File: src/hw/tmr_stby_pkg.sv
/*
 * Package for the timer, standby and status-test execution block.
 * Holds opcodes, field positions, reset values and the carried structs.
 * Assumes a 10-bit instruction word and a 4-bit data path.
 */
package tmr_stby_pkg;

   // Instruction word and data widths.
   localparam int IW = 10;
   localparam int DW = 4;
   localparam int TW = 10;
   localparam int PAGE_W = 2;
   localparam int PAIR_W = 8;
   localparam int ROM_AW = PAGE_W + PAIR_W;

   // First words of the instructions handled here.
   localparam logic [9:0] OP_TMR_NIB_WR = 10'h0bf; // Bit 5 picks high.
   localparam logic [9:0] OP_TMR_NIB_MASK = 10'h3df;
   localparam logic [9:0] OP_TMR_IMM = 10'h0df;
   localparam logic [9:0] OP_TMR_ROM = 10'h0ff;
   localparam logic [9:0] OP_STANDBY = 10'h051;
   localparam logic [9:0] OP_STATUS_TEST_INSTRUCTION_REG = 10'h060; // Low 4 bits index.
   localparam logic [9:0] OP_STATUS_TEST_INSTRUCTION_MASK = 10'h3f0;
   localparam logic [9:0] OP_STATUS_TEST_INSTRUCTION_IMM = 10'h071;
   localparam logic [9:0] OP_CARRY_ONES = 10'h35b;
   // Read-back of a timer nibble into the accumulator.
   localparam logic [9:0] OP_TMR_NIB_RD = 10'h3bf;

   // Field positions.
   localparam int NIB_SEL_BIT = 5;
   localparam int HI_LSB = 6;
   localparam int MID_LSB = 2;
   localparam int HI_ZERO_BIT = 1;
   localparam int MID_ZERO_BIT = 0;

   // Reset values.
   localparam logic [9:0] TMR_RST = 10'h000;
   localparam logic [3:0] WAKE_RST = 4'h0;

   // Timer clock divisors in system clock periods.
   localparam int TCLK_DIV_LO = 64;
   localparam int TCLK_DIV_HI = 128;

   // Status inputs gathered for the status tests.
   typedef struct packed {
      logic sense_input_a;
      logic sense_input_b;
      logic key_io_any;
      logic key_input_any;
      logic timer_done;
   } status_in_t;

   // Flags produced by an instruction.
   typedef struct packed {
      logic status_flag;
      logic carry_flag;
   } flags_t;

   typedef enum logic {
      RUN,
      STANDBY
   } core_state_t;

endpackage

File: src/hw/tmr_interval.sv
/*
 * Timer interval counter fed by the preset register.
 * Assumes the preset is stable while the counter runs.
 */
`timescale 1ns/100ps
`default_nettype none
module tmr_interval
(
   input wire logic sys_clk_i,
   input wire logic rst_b_i,
   input wire logic [tmr_stby_pkg::TW-1:0] preset_i,
   input wire logic restart_i,
   input wire logic slow_clk_i,
   output logic expire_o
);
   import tmr_stby_pkg::*;

   // Prescale counter and interval counter.
   logic [7:0] pre_r, pre_nxt;
   logic [TW-1:0] cnt_r, cnt_nxt;
   logic exp_r, exp_nxt;
   logic tick;

   // One tick every 64 or 128 system clocks; interval is preset+1 ticks.
   always_comb begin
      tick = (pre_r == (slow_clk_i ? 8'(TCLK_DIV_HI - 1) :
                        8'(TCLK_DIV_LO - 1)));
      pre_nxt = tick ? 8'h00 : pre_r + 8'h01;
      cnt_nxt = cnt_r;
      exp_nxt = 1'b0;
      if (restart_i) begin
         pre_nxt = 8'h00;
         cnt_nxt = preset_i;
      end else if (tick) begin
         if (cnt_r == '0) begin
            exp_nxt = 1'b1;
            cnt_nxt = preset_i;
         end else begin
            cnt_nxt = cnt_r - 1'b1;
         end
      end
   end

   // Registers only.
   always_ff @(posedge sys_clk_i or negedge rst_b_i) begin
      if (!rst_b_i) begin
         pre_r <= 8'h00;
         cnt_r <= TMR_RST;
         exp_r <= 1'b0;
      end else begin
         pre_r <= pre_nxt;
         cnt_r <= cnt_nxt;
         exp_r <= exp_nxt;
      end
   end

   assign expire_o = exp_r;

   // Expiry only follows a prescaler wrap.
   exp_tick_a: assert property (@(posedge sys_clk_i)
      disable iff (!rst_b_i) exp_r |-> $past(tick))
      else $error("Expiry without tick.");
endmodule
`default_nettype wire

File: src/hw/tmr_stby_exec.sv
/*
 * Execution logic for timer load, standby, status test and carry-on-ones.
 * Assumes the fetch unit presents each instruction with a valid strobe and,
 * for two-word forms, both words at once; ROM data returns combinationally.
 */
`timescale 1ns/100ps
`default_nettype none
module tmr_stby_exec
(
   input wire logic sys_clk_i,
   input wire logic rst_b_i,
   input wire logic instr_valid_i,
   input wire logic [tmr_stby_pkg::IW-1:0] instr_word0_i,
   input wire logic [tmr_stby_pkg::IW-1:0] instr_word1_i,
   input wire logic [tmr_stby_pkg::DW-1:0] acc_i,
   input wire logic [tmr_stby_pkg::DW-1:0] bank0_register_i,
   input wire logic [tmr_stby_pkg::PAGE_W-1:0] rom_page_select_i,
   input wire logic [tmr_stby_pkg::PAIR_W-1:0] reg_pair_i,
   input wire logic [tmr_stby_pkg::IW-1:0] rom_data_i,
   input wire tmr_stby_pkg::status_in_t status_i,
   input wire logic slow_timer_clk_i,
   output logic [tmr_stby_pkg::ROM_AW-1:0] rom_addr_o,
   output logic [tmr_stby_pkg::DW-1:0] bank0_index_o,
   output logic [tmr_stby_pkg::DW-1:0] acc_o,
   output logic acc_we_o,
   output tmr_stby_pkg::flags_t flags_o,
   output logic status_we_o,
   output logic carry_we_o,
   output logic [tmr_stby_pkg::TW-1:0] timer_preset_o,
   output logic timer_expire_o,
   output logic standby_o,
   output logic [tmr_stby_pkg::DW-1:0] wake_select_o,
   output logic exec_ready_o
);
   import tmr_stby_pkg::*;

   // Masked opcode match, used for several decodes.
   function automatic logic op_is(input logic [IW-1:0] w,
                                  input logic [IW-1:0] op,
                                  input logic [IW-1:0] m);
      op_is = ((w & m) == (op & m));
   endfunction

   // Decoded instruction strobes.
   logic d_nib_wr, d_nib_rd, d_imm, d_rom, d_stby, d_st_reg, d_st_imm;
   logic d_ones;
   logic hi_sel; // High nibble when set.

   // Architectural state and its next values.
   logic [TW-1:0] tmr_r, tmr_nxt;
   logic [DW-1:0] wake_r, wake_nxt;
   core_state_t state_r, state_nxt;
   logic [DW-1:0] acc_r, acc_nxt;
   logic acc_we_r, acc_we_nxt;
   flags_t flags_r, flags_nxt;
   logic st_we_r, st_we_nxt, cy_we_r, cy_we_nxt;
   logic restart_r, restart_nxt;

   // Status-test helpers.
   logic [DW-1:0] mask;
   logic [DW-1:0] live;
   logic match;
   logic wake;
   logic [DW-1:0] ones_run;
   logic timer_exp;

   // Decoding happens only while running; standby ignores the fetch.
   always_comb begin
      logic go;
      go = instr_valid_i && (state_r == RUN);
      d_nib_wr = go && op_is(instr_word0_i, OP_TMR_NIB_WR, OP_TMR_NIB_MASK);
      d_nib_rd = go && op_is(instr_word0_i, OP_TMR_NIB_RD, OP_TMR_NIB_MASK);
      d_imm = go && (instr_word0_i == OP_TMR_IMM);
      d_rom = go && (instr_word0_i == OP_TMR_ROM);
      d_stby = go && (instr_word0_i == OP_STANDBY);
      d_st_reg = go && op_is(instr_word0_i, OP_STATUS_TEST_INSTRUCTION_REG, OP_STATUS_TEST_INSTRUCTION_MASK);
      d_st_imm = go && (instr_word0_i == OP_STATUS_TEST_INSTRUCTION_IMM);
      d_ones = go && (instr_word0_i == OP_CARRY_ONES);
      hi_sel = instr_word0_i[NIB_SEL_BIT];
   end

   // The ROM address is always presented; page on top, pair below.
   assign rom_addr_o = {rom_page_select_i, reg_pair_i};
   assign bank0_index_o = instr_word0_i[DW-1:0];

   // Status compare: the four wake/test sources, sense inputs merged.
   // Sense a and b share one mask bit since only four bits are given.
   always_comb begin
      live = {status_i.timer_done | timer_exp, status_i.key_input_any,
              status_i.key_io_any,
              status_i.sense_input_a | status_i.sense_input_b};
      mask = d_st_reg ? bank0_register_i : instr_word1_i[DW-1:0];
      match = |(mask & live);
      wake = |(wake_r & live);
   end

   // Low-order run of ones: each bit survives only if all below are one.
   always_comb begin
      ones_run[0] = acc_i[0];
      for (int i = 1; i < DW; i++) begin
         ones_run[i] = acc_i[i] & ones_run[i-1];
      end
   end

   // Next-state for the whole group; each instruction done in one cycle.
   always_comb begin
      tmr_nxt = tmr_r;
      wake_nxt = wake_r;
      state_nxt = state_r;
      acc_nxt = acc_r;
      acc_we_nxt = 1'b0;
      flags_nxt = flags_r;
      st_we_nxt = 1'b0;
      cy_we_nxt = 1'b0;
      restart_nxt = 1'b0;
      if (d_nib_wr) begin
         if (hi_sel) begin
            tmr_nxt[HI_LSB +: DW] = acc_i;
            tmr_nxt[HI_ZERO_BIT] = 1'b0;
         end else begin
            tmr_nxt[MID_LSB +: DW] = acc_i;
            tmr_nxt[MID_ZERO_BIT] = 1'b0;
         end
         restart_nxt = 1'b1;
      end else if (d_nib_rd) begin
         acc_nxt = hi_sel ? tmr_r[HI_LSB +: DW] : tmr_r[MID_LSB +: DW];
         acc_we_nxt = 1'b1;
      end else if (d_imm) begin
         // Word bits 9..0 carry t1,t9,t8,t7,t6,t0,t5,t4,t3,t2.
         tmr_nxt = {instr_word1_i[8:5], instr_word1_i[3:0],
                    instr_word1_i[9], instr_word1_i[4]};
         restart_nxt = 1'b1;
      end else if (d_rom) begin
         tmr_nxt = rom_data_i;
         restart_nxt = 1'b1;
      end else if (d_stby) begin
         wake_nxt = instr_word1_i[DW-1:0];
         state_nxt = STANDBY;
      end else if (d_st_reg || d_st_imm) begin
         flags_nxt.status_flag = match;
         st_we_nxt = 1'b1;
      end else if (d_ones) begin
         flags_nxt.carry_flag = &acc_i;
         acc_nxt = ones_run;
         acc_we_nxt = 1'b1;
         cy_we_nxt = 1'b1;
      end
      // Release: selection stays until a chosen source goes active.
      if (state_r == STANDBY && wake) begin
         state_nxt = RUN;
      end
   end

   // Registers only.
   always_ff @(posedge sys_clk_i or negedge rst_b_i) begin
      if (!rst_b_i) begin
         tmr_r <= TMR_RST;
         wake_r <= WAKE_RST;
         state_r <= RUN;
         acc_r <= 4'h0;
         acc_we_r <= 1'b0;
         flags_r <= '0;
         st_we_r <= 1'b0;
         cy_we_r <= 1'b0;
         restart_r <= 1'b0;
      end else begin
         tmr_r <= tmr_nxt;
         wake_r <= wake_nxt;
         state_r <= state_nxt;
         acc_r <= acc_nxt;
         acc_we_r <= acc_we_nxt;
         flags_r <= flags_nxt;
         st_we_r <= st_we_nxt;
         cy_we_r <= cy_we_nxt;
         restart_r <= restart_nxt;
      end
   end

   // Interval counter driven by the preset.
   tmr_interval u_tmr_interval (
      .sys_clk_i(sys_clk_i),
      .rst_b_i(rst_b_i),
      .preset_i(tmr_r),
      .restart_i(restart_r),
      .slow_clk_i(slow_timer_clk_i),
      .expire_o(timer_exp)
   );

   assign acc_o = acc_r;
   assign acc_we_o = acc_we_r;
   assign flags_o = flags_r;
   assign status_we_o = st_we_r;
   assign carry_we_o = cy_we_r;
   assign timer_preset_o = tmr_r;
   assign timer_expire_o = timer_exp;
   assign standby_o = (state_r == STANDBY);
   assign wake_select_o = wake_r;
   // Fetch may present a new instruction whenever the core runs.
   assign exec_ready_o = (state_r == RUN);

   nib_hi_a: assert property (@(posedge sys_clk_i)
      disable iff (!rst_b_i)
      d_nib_wr && hi_sel |=> tmr_r[9:6] == $past(acc_i) && !tmr_r[1])
      else $error("High nibble write wrong.");
   nib_mid_a: assert property (@(posedge sys_clk_i)
      disable iff (!rst_b_i)
      d_nib_wr && !hi_sel |=> tmr_r[5:2] == $past(acc_i) && !tmr_r[0])
      else $error("Middle nibble write wrong.");
   imm_map_a: assert property (@(posedge sys_clk_i)
      disable iff (!rst_b_i)
      d_imm |=> tmr_r[1] == $past(instr_word1_i[9])
      && tmr_r[0] == $past(instr_word1_i[4]))
      else $error("Immediate map wrong.");
   rom_load_a: assert property (@(posedge sys_clk_i)
      disable iff (!rst_b_i)
      d_rom |=> tmr_r == $past(rom_data_i))
      else $error("ROM load wrong.");
   stby_hold_a: assert property (@(posedge sys_clk_i)
      disable iff (!rst_b_i)
      standby_o && !wake |=> standby_o && $stable(wake_r))
      else $error("Standby left early.");
   stby_enter_a: assert property (@(posedge sys_clk_i)
      disable iff (!rst_b_i)
      d_stby |=> standby_o) else $error("Standby not entered.");
   status_test_instruction_flag_a: assert property (@(posedge sys_clk_i)
      disable iff (!rst_b_i)
      (d_st_reg || d_st_imm) |=> st_we_r && flags_r.status_flag == $past(match))
      else $error("Status flag wrong.");
   carry_ones_a: assert property (@(posedge sys_clk_i)
      disable iff (!rst_b_i)
      d_ones |=> flags_r.carry_flag == ($past(acc_i) == 4'hf)
      && acc_o == $past(ones_run)) else $error("Carry wrong.");

   stby_c: cover property (@(posedge sys_clk_i) d_stby ##[1:50] !standby_o);
   status_test_instruction_c: cover property (@(posedge sys_clk_i) d_st_imm && match);
   ones_c: cover property (@(posedge sys_clk_i) d_ones && acc_i == 4'hf);
endmodule
`default_nettype wire

File: config.mk
export PLATFORM = sky130hd
export DESIGN_NAME = tmr_stby_exec
export DESIGN_NICKNAME = d
export VERILOG_FILES = /design/src/hw/tmr_stby_pkg.sv /design/src/hw/tmr_interval.sv /design/src/hw/tmr_stby_exec.sv
export SDC_FILE = /design/constraint.sdc
export NUM_CORES = 1
export LEC_CHECK = 0
export BUFFER_PORTS_ARGS = -buffer_cell sky130_fd_sc_hd__buf_4
export CORE_ASPECT_RATIO = 1.25
export CORE_MARGIN = 5
export CORE_UTILIZATION = 45
export CTS_CLUSTER_DIAMETER = 60
export DETAILED_ROUTE_END_ITERATION = 7
export GPL_TIMING_DRIVEN = 0
export PLACE_DENSITY_LB_ADDON = 0.05
export RECOVER_POWER = 25
export SYNTH_ARGS = -nofsm -noshare
export SYNTH_HDL_FRONTEND = slang
export SYNTH_SLANG_ARGS = --single-unit
File: constraint.sdc
create_clock -name sys_clk_i -period 1.61 [get_ports sys_clk_i]
set_input_delay 0.161 -clock sys_clk_i [delete_from_list [all_inputs] [get_ports sys_clk_i]]
set_output_delay 0.161 -clock sys_clk_i [all_outputs]
set_load 0.02 [all_outputs]
==> results of run 1 <==
-- how the worst min path moves through the flow --
| stage | to | slack, ns | cells past startpoint |
|---|---|---|---|
| finish | flags_o[1] | 0.07 | 2 |
| global route | flags_o[1] | 0.07 | 2 |
| CTS | flags_o[1] | 0.06 | 2 |
| floorplan | acc_o[0] | -0.13 | 0 |
| global placement | status_we_o | 0.19 | 1 |
| detailed placement | status_we_o | 0.20 | 1 |
-- cells in the final DEF (no fill, tap or decap), drive strengths merged, types with 6 or more instances in the layout --
cell,netlist,final
o22ai,9,9
buf,21,106
a2bb2oi,10,10
inv,13,13
mux2i,20,20
a21oi,7,7
nand2,16,16
mux2,10,10
nand3,9,9
clkbuf,2,23
nor2,16,16
dfrtp,44,44
o21ai,10,10
nand4,6,6
nor3,6,6
-- per-layer routing --
metal / up-vias / global-route usage [%]
met5: - / 0
met4: 0 / 5.25
met3: 6 / 3.97
met2: 73 / 35.4
met1: 1114 / 23.0
li1: 1151 / -
-- metrics by stage --
stage                     power, mW  setup slack, ns  utilization (%)
after detailed placement       2.17           -0.201             59.1
after CTS                      3.30          -0.0717             64.4
after global routing           3.50           -0.115             64.7
final                          3.32          -0.0641             64.7
after floorplan                1.87         -0.00270                -
after global placement         2.15           -0.177             59.1
-- sequential cells by signal, summed over array words and instances, names as in the netlist --
signal	count
timer_preset_o	10
u_tmr_interval.cnt_r	10
u_tmr_interval.pre_r	8
acc_o	4
wake_select_o	4
flags_o	2
acc_we_o	1
carry_we_o	1
restart_r	1
standby_o	1
status_we_o	1
u_tmr_interval.expire_o	1
-- cells by family after synthesis --
kind of cell,Yosys count,synth area share [%]
fa+ha+maj,2,0.947
buf+inv,36,7.72
flops,44,41.7
xor+xnor,7,2.61
compound gates,57,16.5
mux,30,12.0
simple gates,80,18.5
-- what timing repair did --
item,4_1_cts,5_1_grt
buffers inserted,7,9
hold buffers,1,0
hold endpoints to repair,44,0
setup endpoints to repair,23,20
pin swaps,7,4
resized for setup,19,5
-- where the power goes --
part           switching (mW)  internal [mW]  leakage [nW]  total, mW
registers               0.172           1.24         0.575       1.41
clock network           0.380          0.620        0.0654       1.00
logic                   0.449          0.459          1.09      0.908
total                    1.00           2.32          1.73       3.32
-- cell type report --
class	count	area share, %
timing repair buffer	102	19.3
inverter	13	1.31
clock buffer	6	1.95
buffer	22	4.38
clock inverter	2	1.62
tap	66	2.22
multi-input combinational	176	39.5
sequential	44	29.7
==> flow_metrics.env, run 1 <==
export IMPL_status="finished with violations"
export IMPL_violations="negative setup slack"
export IMPL_async_flop_share_pct=100
export IMPL_setup_ws_ns=-0.0641
export IMPL_path_max_fanout=5
export IMPL_synth_area_leaders="dfrtp_1 42%, mux2i_1 7.6%, buf_4 4.8%"
export IMPL_p_per_area_nw_per_um2=893
export IMPL_gp_congestion=0.851
export IMPL_cp_slowest_cell="or4_1"
export IMPL_io_buffers=85
export IMPL_dpl_cell_count=407
export IMPL_die_y_microns=95.7
export IMPL_ys_seq_elements=44
export IMPL_final_min_clock_period_ns=1.67
export IMPL_met2WireLength_mm=3.81
export IMPL_end_kind="flip-flop"
export IMPL_synthTopCellsByCount="44 x dfrtp_1, 20 x mux2i_1, 17 x buf_4"
export IMPL_finalWirelength_mm=7.19
export IMPL_synth_warnings=0
export IMPL_num_fill_cells=495
export IMPL_design_area_sq_um=3710
export IMPL_drcViolationCount=0
export IMPL_fin_crit_sh_pct=104
export IMPL_max_freq_mhz=597
export IMPL_tns_ns=-0.0641
export IMPL_r2r_slack_ns=-0.06
export IMPL_synth_cell_types=59
export IMPL_dieArea_sq_um=7510
export IMPL_n_antenna_cell=0
export IMPL_clkSinkCount=44
export IMPL_worstSetupPathType="flip-flop to flip-flop"
export IMPL_yosys_area_top_type="dfrtp_1"
export IMPL_setup_worst_path_end="u_tmr_interval.cnt_r[8]"
export IMPL_skew_ns=0.0131
export IMPL_dieWidth_microns=78.5
export IMPL_final_seq_area_sq_um=1100
export IMPL_path_buf_inv=1
export IMPL_synth_flop_cell="dfrtp_1"
export IMPL_syn_nets=315
export IMPL_final_nets=423
export IMPL_wl_per_cell_microns=16.7
export IMPL_viasPerCell=5.44
export IMPL_leakagePower_nw=1.73
export IMPL_placed_area_sq_um=3390
export IMPL_worstReg2RegStart="u_tmr_interval.cnt_r[0]"
export IMPL_antenna_found_initial=0
export IMPL_rsz0062_at_grt="true"
export IMPL_wl_met3_microns=403
export IMPL_cts_tree="built"
export IMPL_avgSynthCellArea_sq_um=10.3
export IMPL_synth_edf_count=0
export IMPL_insertion_delay_ns=0.30
export IMPL_setup_viol=1
export IMPL_clk_pin_slew_ns=0.08
export IMPL_critPathTopFamily="simple AND/OR/NAND/NOR gates"
export IMPL_io_pin_count=97
export IMPL_slew_violations=0
export IMPL_via_count=2344
export IMPL_drv_cap=0
export IMPL_core_area_sq_um=5740
export IMPL_path_depth=6
export IMPL_yosysTopAreaCellShare_pct=41.7
export IMPL_cts_max_level=2
export IMPL_crit_path_start_kind="flip-flop"
export IMPL_dp_hpwl_mm=5.51
export IMPL_r2r_end="u_tmr_interval.cnt_r[8]"
export IMPL_tightest_slew_ns=1.11
export IMPL_multi_input_area_sq_um=1470
export IMPL_ant_nets=0
export IMPL_worstPathRequired_ns=1.83
export IMPL_final_hold_viol_count=0
export IMPL_netlist_area_sq_um=2640
export IMPL_cp_arrival_ns=1.89
export IMPL_syn_inst=256
export IMPL_slew_headroom_pct=26.3
export IMPL_top_layer="met4"
export IMPL_drt_met1_wl_mm=2.90
export IMPL_drive_gt1_share_pct=43.0
export IMPL_min_from="instr_word0_i[4]"
export IMPL_cts_buffers=5
export IMPL_grt_pass1_vias=2325
export IMPL_critPathMaxStageDelay_ns=0.43
export IMPL_seq_area_frac_synth_pct=41.7
export IMPL_root_buffer="clkbuf_8"
export IMPL_timing_hold_ws_ns=0.0726
export IMPL_syn_to_final_growth_pct=40.6
export IMPL_grt_first_pass_wirelength_mm=11.4
export IMPL_crit_start="u_tmr_interval.cnt_r[0]"
export IMPL_final_cells=431
export IMPL_gr_total_overflow=0
export IMPL_rows=31
export IMPL_drt_initial_drc_count=85
export IMPL_peakVddDrop_v=0.000782
export IMPL_dr_pass1_iters=4
export IMPL_cts_max_path_buffers=2
export IMPL_grt_max_degree=45
export IMPL_path_cells="inv_2, ha_4, nor3b_4, nand4_2, or4_1, a31oi_1"
export IMPL_initial_core_util_pct=46.0
export IMPL_grt_use_total_pct=19.4
export IMPL_synth_most_common_cell="dfrtp_1"
export IMPL_reg2reg_depth=6
export IMPL_hold_path_class="input port to flip-flop"
(Power assumes the default switching activity.)
==> inputs of run 2 (changes only) <==
CORE_MARGIN = 10   (was 5)
GPL_ROUTABILITY_DRIVEN = 0   (was default)
TNS_END_PERCENT = 1   (was default)
==> run 2 against run 1 <==
Net effect:
- the flow still finishes with violations (negative setup slack)
- clock power decreased by 33%
- fmax increased by 1.9%
- clock-buffer cell count increased by 1
- critical endpoint is now u_tmr_interval.cnt_r[0]
- largest cell class unchanged
==> flow_metrics.env, run 2 (same netlist as run 1, synthesis figures left out) <==
export IMPL_status="finished with violations"
export IMPL_violations="negative setup slack"
export IMPL_hold_path_class="input port to flip-flop"
export IMPL_initial_core_util_pct=46.0
export IMPL_path_depth=5
export IMPL_die_y_microns=106
export IMPL_reg2reg_depth=5
export IMPL_core_area_sq_um=5740
export IMPL_dp_slack_ns=-0.215
export IMPL_finalPower_mw=2.98
export IMPL_rows=31
export IMPL_antenna_found_initial=0
export IMPL_io_buffers=85
export IMPL_setup_viol=4
export IMPL_insertion_delay_ns=0.29
export IMPL_path_cells="ha_4, and4b_4, a31oi_2, nor2_1, a211o_1"
export IMPL_cp_arrival_ns=1.81
export IMPL_final_min_clock_period_ns=1.64
export IMPL_setup_ws_ns=-0.0321
export IMPL_worstReg2RegStart="u_tmr_interval.pre_r[1]"
export IMPL_r2r_slack_ns=-0.03
export IMPL_tightest_slew_ns=1.09
export IMPL_peakVddDrop_v=0.000778
export IMPL_finalWirelength_mm=7.71
export IMPL_path_max_fanout=5
export IMPL_dr_pass1_iters=4
export IMPL_design_area_sq_um=3590
export IMPL_ant_nets=0
export IMPL_io_pin_count=97
export IMPL_worstSetupPathType="flip-flop to flip-flop"
export IMPL_crit_path_start_kind="flip-flop"
export IMPL_leakagePower_nw=1.67
export IMPL_drive_gt1_share_pct=40.7
export IMPL_clkSinkCount=44
export IMPL_setup_worst_path_end="u_tmr_interval.cnt_r[0]"
export IMPL_final_nets=417
export IMPL_n_antenna_cell=0
export IMPL_placed_area_sq_um=3390
export IMPL_slew_violations=0
export IMPL_crit_start="u_tmr_interval.pre_r[1]"
export IMPL_wl_per_cell_microns=18.1
export IMPL_post_route_util_pct=62.6
export IMPL_dp_hpwl_mm=6.00
export IMPL_final_cells=425
export IMPL_p_per_area_nw_per_um2=829
export IMPL_slew_headroom_pct=27.6
export IMPL_skew_ns=0.0124
export IMPL_gr_total_overflow=0
export IMPL_syn_to_final_growth_pct=36.0
export IMPL_grt_pass1_vias=2384
export IMPL_grt_use_total_pct=16.2
export IMPL_cts_max_level=2
export IMPL_layout_commonest_cell="buf_4"
export IMPL_critPathMaxStageDelay_ns=0.42
export IMPL_end_kind="flip-flop"
export IMPL_via_count=2339
export IMPL_dpl_cell_count=407
export IMPL_cp_slowest_cell="dfrtp_1"
export IMPL_timing_hold_ws_ns=0.0738
export IMPL_worstPathRequired_ns=1.78
export IMPL_dieWidth_microns=88.5
export IMPL_final_hold_viol_count=0
export IMPL_cts_max_path_buffers=2
export IMPL_critPathTopFamily="compound AO/OA/AOI/OAI gates"
export IMPL_drv_cap=0
export IMPL_drt_initial_drc_count=139
export IMPL_dieArea_sq_um=9350
export IMPL_mostFrequentLayoutCells="94 x buf_4, 43 x dfrtp_1, 20 x mux2i_1"
export IMPL_cts_buffers=5
export IMPL_fin_crit_sh_pct=102
export IMPL_max_freq_mhz=609
export IMPL_root_buffer="clkbuf_8"
export IMPL_clk_pin_slew_ns=0.08
export IMPL_cts_tree="built"
export IMPL_path_buf_inv=0
export IMPL_tns_ns=-0.0761
export IMPL_rsz0062_at_grt="true"
export IMPL_grt_first_pass_wirelength_mm=12.2
export IMPL_r2r_end="u_tmr_interval.cnt_r[0]"
export IMPL_viasPerCell=5.50
export IMPL_drcViolationCount=0
export IMPL_grt_max_degree=45
-- run 2: cell type report --
| class | count | area, sq um |
|---|---|---|
| Fill cell | 511 | 2150 |
| Multi-Input combinational cell | 176 | 1450 |
| Sequential cell | 44 | 1100 |
| Timing Repair Buffer | 95 | 661 |
| Buffer | 23 | 170 |
| Tap cell | 66 | 82.6 |
| Clock buffer | 7 | 76.3 |
| Inverter | 13 | 48.8 |
| Clock inverter | 1 | 5.00 |
-- run 2: where the power goes --
| part | leakage [nW] | internal [mW] | switching (mW) |
|---|---|---|---|
| Clock | 0.0422 | 0.305 | 0.368 |
| Combinational | 1.05 | 0.455 | 0.446 |
| Sequential | 0.575 | 1.24 | 0.164 |
| Total | 1.67 | 2.00 | 0.978 |
-- run 2: per-layer routing --
metal / routed length, microns / GRT usage (%) / part of all wire (%) / vias to the layer above
met4: 31 / 3.47 / 0.40 / 0
met2: 4060 / 28.7 / 53 / 67
met5: 0 / 0 / 0 / -
met3: 546 / 4.70 / 7.1 / 2
met1: 3070 / 18.7 / 40 / 1128
li1: - / - / - / 1142
-- run 2: timing repair --
| action | 4_1_cts | 5_1_grt |
|---|---|---|
| resized for setup | 14 | 5 |
| endpoints found under the setup margin | 23 | 23 |
| hold endpoints to repair | 44 | 0 |
| pin swaps | 5 | 4 |
| hold buffers | 1 | 0 |
| buffers inserted | 7 | 2 |
-- run 2: worst reg2reg max path, delay by kind of cell, from the launching register on --
kind / cells / cell delay (ns)
fa+ha+maj: 1 / 0.19
flops: 1 / 0.42
simple gates: 2 / 0.30
compound gates: 2 / 0.63
-- run 2: worst min-delay path by stage --
| stage | startpoint | depth (start not counted) | slack (ns) | end |
|---|---|---|---|---|
| finish | instr_word0_i[4] | 2 | 0.07 | status_we_o |
| global route | instr_word0_i[4] | 2 | 0.06 | flags_o[1] |
| CTS | instr_word0_i[4] | 2 | 0.06 | status_we_o |
| detailed placement | rst_b_i | 1 | 0.20 | wake_select_o[0] |
| global placement | rst_b_i | 1 | 0.19 | wake_select_o[0] |
| floorplan | rst_b_i | 0 | -0.13 | acc_o[0] |
==> inputs of run 3 (changes only) <==
CORE_UTILIZATION = 46   (was 45)
CTS_BUF_LIST = sky130_fd_sc_hd__clkbuf_2   (was default)
GPL_TIMING_DRIVEN = default   (was 0)
==> run 3 against run 2 <==
Net effect:
- largest cell class unchanged
- combinational power is essentially flat
- wire length shrank 2.2%
- largest power group unchanged
- critical path depth is the same
- die area shrank 1.7%
- clock power shrank 28%
- clock-buffer cell count is the same
- the flow now finishes without violations
==> flow_metrics.env, run 3 (same netlist as run 1, synthesis figures left out) <==
export IMPL_grt_max_degree=45
export IMPL_via_count=2322
export IMPL_viasPerCell=5.46
export IMPL_tns_ns=0
export IMPL_end_kind="flip-flop"
export IMPL_leakagePower_nw=1.71
export IMPL_drt_met1_wl_mm=3.05
export IMPL_num_fill_cells=474
export IMPL_fin_crit_sh_pct=99.4
export IMPL_dieArea_sq_um=9190
export IMPL_grt_use_total_pct=16.3
export IMPL_drcViolationCount=0
export IMPL_slew_headroom_pct=26.3
export IMPL_rsz0062_at_grt="true"
export IMPL_initial_core_util_pct=47.9
export IMPL_ant_nets=0
export IMPL_drv_cap=0
export IMPL_gr_total_overflow=0
export IMPL_final_nets=419
export IMPL_met2WireLength_mm=3.76
export IMPL_antenna_found_initial=0
export IMPL_slew_violations=0
export IMPL_wl_per_cell_microns=17.7
export IMPL_dpl_cell_count=402
export IMPL_status="finished, final reports clean"
export IMPL_worstPathRequired_ns=1.92
export IMPL_crit_path_start_kind="flip-flop"
export IMPL_core_area_sq_um=5520
export IMPL_cts_max_path_buffers=2
export IMPL_drt_initial_drc_count=68
export IMPL_timing_hold_ws_ns=0.0502
export IMPL_top_layer="met4"
export IMPL_dr_pass1_iters=4
export IMPL_n_antenna_cell=0
export IMPL_multi_input_area_sq_um=1440
export IMPL_die_y_microns=105
export IMPL_skew_ns=0.0415
export IMPL_peakVddDrop_v=0.000844
export IMPL_clk_pin_slew_ns=0.25
export IMPL_clkSinkCount=44
export IMPL_setup_ws_ns=0.00924
export IMPL_setup_viol=0
export IMPL_syn_to_final_growth_pct=37.3
export IMPL_dp_slack_ns=-0.0447
export IMPL_tightest_slew_ns=1.11
export IMPL_io_buffers=76
export IMPL_p_per_area_nw_per_um2=763
export IMPL_cts_max_level=2
export IMPL_hold_path_class="input port to flip-flop"
export IMPL_final_hold_viol_count=0
export IMPL_cp_arrival_ns=1.91
export IMPL_root_buffer="clkbuf_2"
export IMPL_dieWidth_microns=87.8
export IMPL_drive_gt1_share_pct=42.7
export IMPL_post_route_util_pct=65.7
export IMPL_rows=30
export IMPL_path_max_fanout=6
export IMPL_finalWirelength_mm=7.54
export IMPL_grt_first_pass_wirelength_mm=12.3
export IMPL_mostFrequentLayoutCells="104 x buf_4, 41 x dfrtp_1, 20 x mux2i_1"
export IMPL_max_freq_mhz=625
export IMPL_dp_hpwl_mm=5.85
export IMPL_cts_tree="built"
export IMPL_final_min_clock_period_ns=1.60
export IMPL_wl_met3_microns=558
export IMPL_cts_buffers=5
export IMPL_final_seq_area_sq_um=1100
export IMPL_final_cells=425
export IMPL_layout_commonest_cell="buf_4"
export IMPL_insertion_delay_ns=0.43
export IMPL_io_pin_count=97
export IMPL_worstSetupPathType="flip-flop to flip-flop"
export IMPL_grt_pass1_vias=2443
## run 3: worst max-delay path, stage by stage, from the launching register on
cell and delay (ns):
dfrtp_1 0.40, ha_2 0.18, and4b_4 0.28, nand3_4 0.11, o31a_1 0.26, o32a_1 0.29
## run 3: power breakdown
group / switching (mW) / leakage, nW / internal (mW)
Combinational: 0.429 / 1.11 / 0.474
Sequential: 0.143 / 0.573 / 1.24
Clock: 0.364 / 0.0330 / 0.119
Total: 0.936 / 1.71 / 1.83
## run 3: timing repair
item                       4_1_cts  5_1_grt
gates resized for setup          3       13
hold buffers                    11        0
setup buffers                    0        4
pin swaps                        2        5
hold endpoints to repair        53        0
setup endpoints to repair       12       21
cloned                           0        0
## run 3: layout make-up
class	instances	area share, %
clock buffer	7	0.966
clock inverter	1	0.138
inverter	13	1.35
multi-input combinational	176	39.6
sequential	44	30.5
tap	64	2.21
timing repair buffer	120	25.3
## run 3: final timing paths
path / slack (ns) / end / start / depth (start not counted)
max: 0.009 / u_tmr_interval.cnt_r[6] / u_tmr_interval.pre_r[1] / 5
min reg2reg: 0.54 / flags_o[0] / flags_o[0] / 1
min in group asynchronous: 0.42 / flags_o[1] / rst_b_i / 2
max in group asynchronous: 0.40 / u_tmr_interval.cnt_r[2] / rst_b_i / 2
min: 0.05 / status_we_o / instr_word0_i[7] / 3
max reg2reg: 0.009 / u_tmr_interval.cnt_r[6] / u_tmr_interval.pre_r[1] / 5
## run 3: metal layers
metal | vias to the layer above | GRT usage (%)
met1 | 1103 | 19.1
li1 | 1144 | -
met2 | 64 | 27.4
met5 | - | 0
met3 | 11 | 4.82
met4 | 0 | 5.48
## run 3: stage by stage
step	power, mW	instance area, sq um
after floorplan	1.87	2670
after global placement	2.17	3380
after detailed placement	2.19	3380
after CTS	2.71	3550
after global routing	2.95	3630
final	2.77	3630
